===== src/hwl_regs.svh =====
`ifndef HWL_REGS_SVH
`define HWL_REGS_SVH

// ----------------------------------------------------------------
// register byte offsets
// ----------------------------------------------------------------
`define HWL_CTRL_OFS 8'h00
`define HWL_PERIOD_OFS 8'h04
`define HWL_COUNT_OFS 8'h08
`define HWL_STATUS_OFS 8'h0c

// ----------------------------------------------------------------
// control register field positions
// ----------------------------------------------------------------
`define HWL_MODE_LSB 0
`define HWL_MODE_MSB 4
`define HWL_RUN_BIT 7
`define HWL_POST_LSB 8
`define HWL_POST_MSB 11

// ----------------------------------------------------------------
// status register field positions
// ----------------------------------------------------------------
`define HWL_ST_ON_BIT 0
`define HWL_ST_ARMED_BIT 1
`define HWL_ST_EXT_BIT 2

// ----------------------------------------------------------------
// reset values and timing
// ----------------------------------------------------------------
`define HWL_PERIOD_RST 8'hff
`define HWL_MODE_RST 5'h00
`define HWL_POST_RST 4'h0
`define HWL_SYNC_STAGES 2

`endif


===== src/hwl_pkg.sv =====
package hwl_pkg;

    // control register contents
    typedef struct packed {
        logic run_enable;
        logic [4:0] mode;
        logic [3:0] postscale_select;
    } hwl_ctrl_t;

    // mode classes held in mode[4:3]
    typedef enum logic [1:0] {
        HWL_CLS_FREE = 2'h0,
        HWL_CLS_ONESHOT = 2'h1,
        HWL_CLS_MONO = 2'h2,
        HWL_CLS_RSVD = 2'h3
    } hwl_class_t;

    // per-cycle decision of the mode decoder
    typedef struct packed {
        logic run;
        logic clear;
        logic arm;
        logic stop_on_match;
        logic drop_run_enable;
    } hwl_act_t;

endpackage : hwl_pkg


===== src/hwl_timer_mode_ctrl.sv =====
// Function
// RULE_01: decode five-bit mode into class and sub-mode
// RULE_02: edge triggers spaced six timer clocks apart
// RULE_03: trigger levels held three timer clocks
// RULE_04: debug mode ignores external trigger events
// RULE_05: software gate counts while run-enable set
// RULE_06: free-running match returns count to zero
// RULE_07: hardware gate needs active external level
// RULE_08: free-running edge resets the count
// RULE_09: free-running level holds count in reset
// RULE_10: software start one-shot on run-enable
// RULE_11: one-shot starts on qualifying external edge
// RULE_12: first edge starts, later edges reset
// RULE_13: edge starts, opposite level holds reset
// RULE_14: one-shot match clears run-enable, stops zero
// RULE_15: monostable match stops, run-enable stays set
// RULE_16: level one-shot runs on active level
// RULE_17: edge modes need fresh edge after restart
// RULE_18: reserved modes leave counter stopped
// RULE_19: run-enable and external signal two-stage synced
// RULE_20: postscaler match gives one-clock pulse, clears
// RULE_21: reset clears count, period loads all ones
// RULE_22: level reset release resumes two clocks later
// RULE_23: external signal ignored while run-enable clear
//
// The address map and the APB interface to the registers are this design's own decisions.
`timescale 1ns/100ps
`default_nettype none
`include "hwl_regs.svh"

module hwl_timer_mode_ctrl #(
    parameter int CNT_W = 8,
    parameter int POST_W = 4
) (
    input wire logic clock_i,
    input wire logic arst_n_i,
    // apb slave
    input wire logic psel_i,
    input wire logic penable_i,
    input wire logic pwrite_i,
    input wire logic [7:0] paddr_i,
    input wire logic [31:0] pwdata_i,
    output logic [31:0] prdata_o,
    output logic pready_o,
    output logic pslverr_o,
    // external reset/trigger pin and debug state
    input wire logic ext_reset_trigger_i,
    input wire logic debug_mode_i,
    // timer outputs
    output logic [CNT_W-1:0] count_value_o,
    output logic period_match_o,
    output logic postscaled_o
);

    // ----------------------------------------------------------------
    // declarations
    // ----------------------------------------------------------------
    hwl_pkg::hwl_ctrl_t ctrl_ff; // software control fields
    logic [CNT_W-1:0] period_value_ff; // period limit
    logic [CNT_W-1:0] count_ff; // timer count
    logic [POST_W-1:0] post_cnt_ff; // postscaler count
    logic [`HWL_SYNC_STAGES-1:0] on_pipe_ff; // run-enable delay
    logic ers_meta_ff; // first sync stage, read by ers_sync_ff only
    logic ers_sync_ff; // synchronised pin
    logic ers_eff_ff; // pin as seen by the modes, frozen in debug
    logic ers_prev_ff; // previous effective level for edges
    logic armed_ff; // edge-started modes: start edge seen
    logic pready_ff;
    logic pslverr_ff;
    logic [31:0] prdata_ff;
    logic match_pulse_ff;
    logic post_pulse_ff;
    logic on_sync; // run-enable after the sync delay
    logic rise; // qualified rising edge
    logic fall; // qualified falling edge
    logic match; // count equals period
    logic apb_wr; // write taken this cycle
    logic apb_rd; // read taken this cycle
    logic wr_ctrl;
    logic wr_count;
    hwl_pkg::hwl_act_t act; // decoder output
    hwl_pkg::hwl_class_t cls; // mode class
    logic [2:0] sub; // sub-mode

    // ----------------------------------------------------------------
    // helper functions
    // ----------------------------------------------------------------
    // true when the address hits a mapped register
    function automatic logic addr_hit(input logic [7:0] a);
        addr_hit = (a == `HWL_CTRL_OFS) || (a == `HWL_PERIOD_OFS) ||
            (a == `HWL_COUNT_OFS) || (a == `HWL_STATUS_OFS);
    endfunction

    // selects rising, falling or either edge from a two-bit code
    function automatic logic edge_sel(input logic [1:0] kind,
        input logic r, input logic f);
        case (kind)
            2'h1: edge_sel = r;
            2'h2: edge_sel = f;
            2'h3: edge_sel = r | f;
            default: edge_sel = 1'b0;
        endcase
    endfunction

    // ----------------------------------------------------------------
    // apb access decode
    // ----------------------------------------------------------------
    // one wait state: the access phase sees pready one edge later
    assign apb_wr = psel_i & penable_i & pready_ff & pwrite_i;
    assign apb_rd = psel_i & penable_i & ~pready_ff & ~pwrite_i;
    assign wr_ctrl = apb_wr & (paddr_i == `HWL_CTRL_OFS);
    assign wr_count = apb_wr & (paddr_i == `HWL_COUNT_OFS);

    // ready and error answer, held for one cycle
    always_ff @(posedge clock_i or negedge arst_n_i) begin
        if (!arst_n_i) begin
            pready_ff <= 1'b0;
            pslverr_ff <= 1'b0;
        end else begin
            pready_ff <= psel_i & penable_i & ~pready_ff;
            pslverr_ff <= psel_i & penable_i & ~pready_ff &
                ~addr_hit(paddr_i);
        end
    end

    // read data captured on the same edge that raises pready
    always_ff @(posedge clock_i or negedge arst_n_i) begin
        if (!arst_n_i) begin
            prdata_ff <= 32'h0000_0000;
        end else if (apb_rd) begin
            prdata_ff <= 32'h0000_0000;
            case (paddr_i)
                `HWL_CTRL_OFS: begin
                    prdata_ff[`HWL_MODE_MSB:`HWL_MODE_LSB] <= ctrl_ff.mode;
                    prdata_ff[`HWL_RUN_BIT] <= ctrl_ff.run_enable;
                    prdata_ff[`HWL_POST_MSB:`HWL_POST_LSB] <=
                        ctrl_ff.postscale_select;
                end
                `HWL_PERIOD_OFS: prdata_ff[CNT_W-1:0] <= period_value_ff;
                `HWL_COUNT_OFS: prdata_ff[CNT_W-1:0] <= count_ff;
                `HWL_STATUS_OFS: begin
                    prdata_ff[`HWL_ST_ON_BIT] <= on_sync;
                    prdata_ff[`HWL_ST_ARMED_BIT] <= armed_ff;
                    prdata_ff[`HWL_ST_EXT_BIT] <= ers_sync_ff;
                end
                default: prdata_ff <= 32'h0000_0000; // unmapped reads zero
            endcase
        end else begin
            // data stands for the pready cycle only, so a refused write
            // never answers with stale read data
            prdata_ff <= 32'h0000_0000;
        end
    end

    // ----------------------------------------------------------------
    // control and period registers
    // ----------------------------------------------------------------
    // a software write in the same cycle as the hardware clear wins,
    // so a restart issued right at the match is not lost
    always_ff @(posedge clock_i or negedge arst_n_i) begin
        if (!arst_n_i) begin
            ctrl_ff.run_enable <= 1'b0;
            ctrl_ff.mode <= `HWL_MODE_RST;
            ctrl_ff.postscale_select <= `HWL_POST_RST;
        end else if (wr_ctrl) begin
            ctrl_ff.run_enable <= pwdata_i[`HWL_RUN_BIT];
            ctrl_ff.mode <= pwdata_i[`HWL_MODE_MSB:`HWL_MODE_LSB];
            ctrl_ff.postscale_select <=
                pwdata_i[`HWL_POST_MSB:`HWL_POST_LSB];
        // RULE_14: one-shot drops run-enable
        end else if (act.drop_run_enable && match && act.run) begin
            ctrl_ff.run_enable <= 1'b0;
        end
    end

    // RULE_21: period loads all ones on reset
    always_ff @(posedge clock_i or negedge arst_n_i) begin
        if (!arst_n_i) begin
            period_value_ff <= CNT_W'(`HWL_PERIOD_RST);
        end else if (apb_wr && paddr_i == `HWL_PERIOD_OFS) begin
            period_value_ff <= pwdata_i[CNT_W-1:0];
        end
    end

    // ----------------------------------------------------------------
    // synchronisers
    // ----------------------------------------------------------------
    // RULE_19: run-enable reaches the counter two clocks later
    always_ff @(posedge clock_i or negedge arst_n_i) begin
        if (!arst_n_i) begin
            on_pipe_ff <= '0;
        end else begin
            on_pipe_ff <= {on_pipe_ff[`HWL_SYNC_STAGES-2:0],
                ctrl_ff.run_enable};
        end
    end
    assign on_sync = on_pipe_ff[`HWL_SYNC_STAGES-1] & ctrl_ff.run_enable;

    // RULE_19: pin passes two flip-flops
    always_ff @(posedge clock_i or negedge arst_n_i) begin
        if (!arst_n_i) begin
            ers_meta_ff <= 1'b0;
            ers_sync_ff <= 1'b0;
        end else begin
            ers_meta_ff <= ext_reset_trigger_i;
            ers_sync_ff <= ers_meta_ff;
        end
    end

    // RULE_04: debug freezes the level, so no edge or change is seen
    always_ff @(posedge clock_i or negedge arst_n_i) begin
        if (!arst_n_i) begin
            ers_eff_ff <= 1'b0;
            ers_prev_ff <= 1'b0;
        end else begin
            if (!debug_mode_i) begin
                ers_eff_ff <= ers_sync_ff;
            end
            ers_prev_ff <= ers_eff_ff;
        end
    end

    // RULE_23: edges only count while running is enabled
    assign rise = on_sync & ers_eff_ff & ~ers_prev_ff;
    assign fall = on_sync & ~ers_eff_ff & ers_prev_ff;
    assign match = (count_ff == period_value_ff);

    // ----------------------------------------------------------------
    // mode decoder
    // ----------------------------------------------------------------
    // RULE_01: class in the upper two bits, sub-mode below
    assign cls = hwl_pkg::hwl_class_t'(ctrl_ff.mode[4:3]);
    assign sub = ctrl_ff.mode[2:0];

    // the external level is only trusted while on_sync is high; the
    // trigger source keeps edges six clocks apart and levels at least six
    // clocks long, otherwise the two-stage sync can drop an event
    always_comb begin
        act = '0;
        case (cls)
            hwl_pkg::HWL_CLS_FREE: begin
                case (sub)
                    // RULE_05: software gate
                    3'h0: act.run = on_sync;
                    // RULE_07: hardware gate high / low
                    3'h1: act.run = on_sync & ers_eff_ff;
                    3'h2: act.run = on_sync & ~ers_eff_ff;
                    // RULE_09: level reset, low or high
                    3'h6: begin
                        act.run = on_sync & ers_eff_ff;
                        act.clear = on_sync & ~ers_eff_ff;
                    end
                    3'h7: begin
                        act.run = on_sync & ~ers_eff_ff;
                        act.clear = on_sync & ers_eff_ff;
                    end
                    // RULE_08: edge reset, either / rising / falling
                    default: begin
                        act.run = on_sync;
                        act.clear = (sub == 3'h3) ? (rise | fall) :
                            (sub == 3'h4) ? rise : fall;
                    end
                endcase
            end
            hwl_pkg::HWL_CLS_ONESHOT: begin
                act.stop_on_match = 1'b1;
                act.drop_run_enable = 1'b1;
                case (sub)
                    // RULE_10: software start
                    3'h0: act.run = on_sync;
                    // RULE_11: edge start, no later reset
                    3'h1, 3'h2, 3'h3: begin
                        act.arm = edge_sel(sub[1:0], rise, fall);
                        act.run = on_sync & armed_ff;
                    end
                    // RULE_12: first edge starts, later ones reset
                    3'h4, 3'h5: begin
                        act.arm = (sub == 3'h4) ? rise : fall;
                        act.clear = armed_ff & act.arm;
                        act.run = on_sync & armed_ff;
                    end
                    // RULE_13: rising start with low reset, or reverse
                    default: begin
                        act.arm = (sub == 3'h6) ? rise : fall;
                        act.clear = on_sync &
                            ((sub == 3'h6) ? ~ers_eff_ff : ers_eff_ff);
                        act.run = on_sync & armed_ff & ~act.clear;
                    end
                endcase
            end
            hwl_pkg::HWL_CLS_MONO: begin
                case (sub)
                    // RULE_15: monostable edge start, run-enable kept
                    3'h1, 3'h2, 3'h3: begin
                        act.stop_on_match = 1'b1;
                        act.arm = edge_sel(sub[1:0], rise, fall);
                        act.run = on_sync & armed_ff;
                    end
                    // RULE_16: level one-shot, high or low active
                    // RULE_22: release resumes after the sync delay
                    3'h6, 3'h7: begin
                        act.stop_on_match = 1'b1;
                        act.drop_run_enable = 1'b1;
                        act.clear = on_sync &
                            ((sub == 3'h6) ? ~ers_eff_ff : ers_eff_ff);
                        act.run = on_sync & ~act.clear;
                    end
                    // RULE_18: reserved sub-modes stay stopped
                    default: act = '0;
                endcase
            end
            // RULE_18: reserved class stays stopped
            default: act = '0;
        endcase
    end

    // ----------------------------------------------------------------
    // start tracking for edge-started modes
    // ----------------------------------------------------------------
    // RULE_17: cleared with run-enable, so a fresh edge is needed
    always_ff @(posedge clock_i or negedge arst_n_i) begin
        if (!arst_n_i) begin
            armed_ff <= 1'b0;
        end else if (!on_sync || wr_ctrl) begin
            armed_ff <= 1'b0;
        end else if (act.stop_on_match && match && act.run) begin
            armed_ff <= 1'b0;
        end else if (act.arm) begin
            armed_ff <= 1'b1;
        end
    end

    // ----------------------------------------------------------------
    // counter
    // ----------------------------------------------------------------
    // RULE_21: count cleared on reset
    always_ff @(posedge clock_i or negedge arst_n_i) begin
        if (!arst_n_i) begin
            count_ff <= '0;
        end else if (wr_count) begin
            count_ff <= pwdata_i[CNT_W-1:0];
        end else if (act.clear) begin
            count_ff <= '0;
        // RULE_06: free-running returns to zero and continues
        // RULE_14: one-shot stops at zero after match
        end else if (act.run && match) begin
            count_ff <= '0;
        end else if (act.run) begin
            count_ff <= count_ff + CNT_W'(1);
        end
    end

    // ----------------------------------------------------------------
    // period match and postscaler
    // ----------------------------------------------------------------
    // RULE_20: one-clock pulse when postscaler hits its setting
    always_ff @(posedge clock_i or negedge arst_n_i) begin
        if (!arst_n_i) begin
            post_cnt_ff <= '0;
            post_pulse_ff <= 1'b0;
            match_pulse_ff <= 1'b0;
        end else begin
            match_pulse_ff <= act.run & match;
            post_pulse_ff <= 1'b0;
            if (wr_ctrl || wr_count || act.clear) begin
                post_cnt_ff <= '0;
            end else if (act.run && match) begin
                if (post_cnt_ff == ctrl_ff.postscale_select) begin
                    post_pulse_ff <= 1'b1;
                    post_cnt_ff <= '0;
                end else begin
                    post_cnt_ff <= post_cnt_ff + POST_W'(1);
                end
            end
        end
    end

    // ----------------------------------------------------------------
    // outputs
    // ----------------------------------------------------------------
    assign prdata_o = prdata_ff;
    assign pready_o = pready_ff;
    assign pslverr_o = pslverr_ff;
    assign count_value_o = count_ff;
    assign period_match_o = match_pulse_ff;
    assign postscaled_o = post_pulse_ff;

endmodule // hwl_timer_mode_ctrl
`default_nettype wire


===== config.mk =====
export PLATFORM = sky130hd
export DESIGN_NAME = hwl_timer_mode_ctrl
export DESIGN_NICKNAME = d
export VERILOG_FILES = /design/src/hwl_pkg.sv /design/src/hwl_timer_mode_ctrl.sv
export VERILOG_INCLUDE_DIRS = /design/src
export SDC_FILE = /design/constraint.sdc
export NUM_CORES = 1
export LEC_CHECK = 0
export BUFFER_PORTS_ARGS = -buffer_cell sky130_fd_sc_hd__clkbuf_2
export CORE_ASPECT_RATIO = 1.5
export CORE_MARGIN = 2
export CORE_UTILIZATION = 54
export CTS_BUF_LIST = sky130_fd_sc_hd__clkbuf_2
export DETAILED_ROUTE_END_ITERATION = 10
export PLACE_DENSITY = 0.82
export SLEW_MARGIN = 10
export SYNTH_ARGS = -nofsm -noshare
export SYNTH_HDL_FRONTEND = slang
export SYNTH_SLANG_ARGS = --single-unit

===== constraint.sdc =====
create_clock -name clock_i -period 2.65 [get_ports clock_i]
set_input_delay 0.265 -clock clock_i [delete_from_list [all_inputs] [get_ports clock_i]]
set_output_delay 0.265 -clock clock_i [all_outputs]
set_load 0.02 [all_outputs]

==> results.md <==
- Initial core utilization: 55.7%
- Fraction of layout cells with a size suffix above 1: 29.7%
- Nets@finish: 406
- Max Freq: 0.430 GHz
- Clock Path Buffers: 2
- Post-synthesis simple-gate area fraction: 18.8%
- WP data arrival: 2.66 ns
- Initial antenna violation count: 0
- Num CTS Buffers: 5
- Result of the run: completed
- Max layer used: met4
- Met2 wire length: 4040 um
- DRT Pass-1 Iters: 4
- Buffers added on ports: 50
- Setup Fix Bufs, Post-CTS: 0
- DP HPWL: 5190 um
- Mux cell area share after synthesis: 10.6%
- Worst Path Max Fanout: 13
- Worst-path clk slew: 0.25 ns
- Warnings, synthesis: 0
- Asr flop ratio synth: 100%
- Seq/Total Area, Yosys: 41.8%
- Post-synthesis compound-gate area fraction: 13.5%
- Synth unique cells: 69
- Total Routing Usage GR: 22.8%
- Post-route design area: 3470 sq um
- H-tree depth: 2
- Hold Violations, Final: 0
- ANT cells: 0
- Setup TNS: 0 ns
- Routed vias: 2416
- Most used DFF post-synth: dfrtp_1
- Least-Margin Pin Slew: 0.885 ns
- Clock Skew: 0.0221 ns
- Power per cell area: 399 nW/um^2
- Crit end category: flop
- Min Tclk post-route: 2.33 ns
- Std-Cell Rows: 34
- Dpl ws: 0.377 ns
- Gr ovfl total: 0
- TritonCTS Sinks: 53
- FF-to-FF path depth: 7
- #FFs+latches synth: 53
- Xor/xnor share of the synthesized area: 3.80%
- Die Span X: 66.8 um
- Die Height: 98.2 um
- Avg Inst Size Synth: 10.4 sq um
- DRT antenna net count: 0
- Post-Syn Instances: 307
- DP Area: 3380 sq um
- CTS tree: built
- Combinational family with the most area after synthesis: simple AND/OR/NAND/NOR gates
- Crit Path Class: reg2reg
- Final setup margin: 0.325 ns
- Peak supply drop: 0.225 mV
- Hold path cells: 3
- Largest net degree at the start of global routing: 39
- Number of synthesized flops with an enable pin: 0
- Clk root buf: clkbuf_2
- Slew margin rel.: 41.0%
- Routability Congestion: 0.957
- RSZ-0062 raised after global routing: false
- Core Box Area: 5740 sq um
- Vias per cell: 5.67
- Die area: 6560 sq um
- DR WL met3: 243 um
- Synth Cell Area: 3200 sq um
- Drt drc: 0
- Adder-cell area share of the yosys netlist: 2.35%
- Layout area overhead: 8.49%
- Wirelength per Cell: 16.3 um
- Setup-failing EPs final: 0
- Number of DRC markers in iteration 0: 110
- IO Count: 91
- Clk_lat worst skew: 0.44 ns
- Final wirelength: 6930 um
- Pleak: 1.72 nW
- Worst EP required: 2.99 ns
- First-pass GRT wire length: 11600 um
- Tcrit/Tclk final: 87.8%
- Routed length on met1: 2560 um
- Worst setup SP type: flop
- Slew Limit Fails: 0
- Worst min path class: in2reg
- Vias in the first global route: 2401
- Final Util: 60.4%
- Max cap viols: 0
through the flow:
| stage | hold WS (ns) | instances | total power [W] |
|---|---|---|---|
| 2_1_floorplan | -0.0306 | 326 | 0.000948 |
| 3_3_place_gp | 0.332 | 416 | 0.000978 |
| 3_5_place_dp | 0.336 | 416 | 0.000981 |
| 4_1_cts | 0.0363 | 426 | 0.00139 |
| 5_1_grt | 0.0175 | 426 | 0.00143 |
| 6_report | 0.0327 | 426 | 0.00138 |
registers in the layout (all words and copies together) (netlist names):
register         flops
cls                  2
period_value_ff      8
count_value_o        8
pslverr_o            1
ctrl_ff              8
ers_eff_ff           1
prdata_o            12
ers_sync_ff          1
on_pipe_ff           2
postscaled_o         1
armed_ff             1
ers_prev_ff          1
period_match_o       1
ers_meta_ff          1
post_cnt_ff          4
pready_o             1
cell families after synthesis:
group | count (synthesis)
adder cells (fa/ha/maj) | 6
multiplexers | 28
flip-flops | 53
AO/OA/AOI/OAI | 58
AND/OR/NAND/NOR | 104
XOR/XNOR | 13
buffers and inverters | 44
other | 1
report_power, final:
part,total (W),leakage [nW],switching (W),internal (W)
combinational,0.000135,0.982,0.0000888,0.0000461
sequential,0.000837,0.700,0.0000164,0.000821
clock,0.000411,0.0406,0.000250,0.000160
total,0.00138,1.72,0.000355,0.00103
final timing paths:
| path | startpoint | to | slack (ns) |
|---|---|---|---|
| min reg2reg | ers_meta_ff | ers_sync_ff | 0.36 |
| max reg2reg | cls[0] | post_cnt_ff[1] | 0.32 |
| min in group asynchronous | arst_n_i | ctrl_ff[2] | 0.45 |
| max in group asynchronous | arst_n_i | period_value_ff[6] | 1.44 |
| min | pwdata_i[6] | count_value_o[6] | 0.03 |
| max | cls[0] | post_cnt_ff[1] | 0.32 |
metal layers:
layer / track usage [%] / vias up
met3: 3.00 / 8
met1: 25.8 / 1188
met2: 43.1 / 71
met4: 6.75 / 0
met5: 0 / -
li1: - / 1149
placed cells by master (no fill, tap or decap), drive strengths merged, types with 4 or more instances in the layout:
| cell | instances |
|---|---|
| a21oi | 16 |
| mux2i | 7 |
| dfstp | 8 |
| conb | 20 |
| buf | 5 |
| and2 | 4 |
| nand3b | 5 |
| ha | 6 |
| nand4 | 4 |
| dfrtp | 45 |
| nor2b | 5 |
| nor2 | 25 |
| mux2 | 18 |
| inv | 7 |
| nor3 | 6 |
| nand3 | 5 |
| nand2b | 5 |
| a211oi | 8 |
| clkbuf | 56 |
| o21ai | 8 |
| nand2 | 21 |
| xor2 | 13 |
| and3 | 4 |
worst max-delay path, stage by stage, from the launching register on:
cell	delay [ns]
dfrtp_1	0.49
ha_1	0.27
or4b_1	0.51
a211oi_1	0.23
a311oi_1	0.10
o21ai_2	0.27
nand2b_1	0.28
nor2_1	0.08
Yosys cell counts (3+ instances only):
cell type,count,area share (%)
nor2_1,24,2.8
nand4_1,4,0.78
dfrtp_1,45,35
clkbuf_1,3,0.35
nor3_1,5,0.78
nor2b_1,5,0.98
buf_6,5,1.8
nand2b_1,5,0.98
a211oi_1,7,1.6
a21o_1,3,0.70
nand2_1,21,2.5
buf_4,20,4.7
mux2i_1,7,2.2
buf_2,7,1.1
mux2_2,18,6.3
and2_1,4,0.78
and3_1,4,0.78
o21ai_0,4,0.63
dfstp_2,8,6.6
ha_1,6,2.3
mux4_2,3,2.1
nand3_1,5,0.78
nand3b_1,5,1.2
nor4_1,3,0.59
inv_1,7,0.82
xor2_1,12,3.3
a21oi_1,16,2.5
repair_timing:
item / in CTS / in global routing
hold endpoints to repair: 32 / 0
setup endpoints to repair: 0 / 0
gates resized for setup: 0 / 0
hold buffers: 2 / 0
cell type report:
type                            instances  area [sq um]
Multi-Input combinational cell        229          1640
Inverter                                7          26.3
Timing Repair Buffer                   57           308
Sequential cell                        53          1340
Clock buffer                            6          30.0
Clock inverter                          2          33.8
Tap cell                               72          90.1
Fill cell                             508          2270
(Power assumes the default switching activity.)
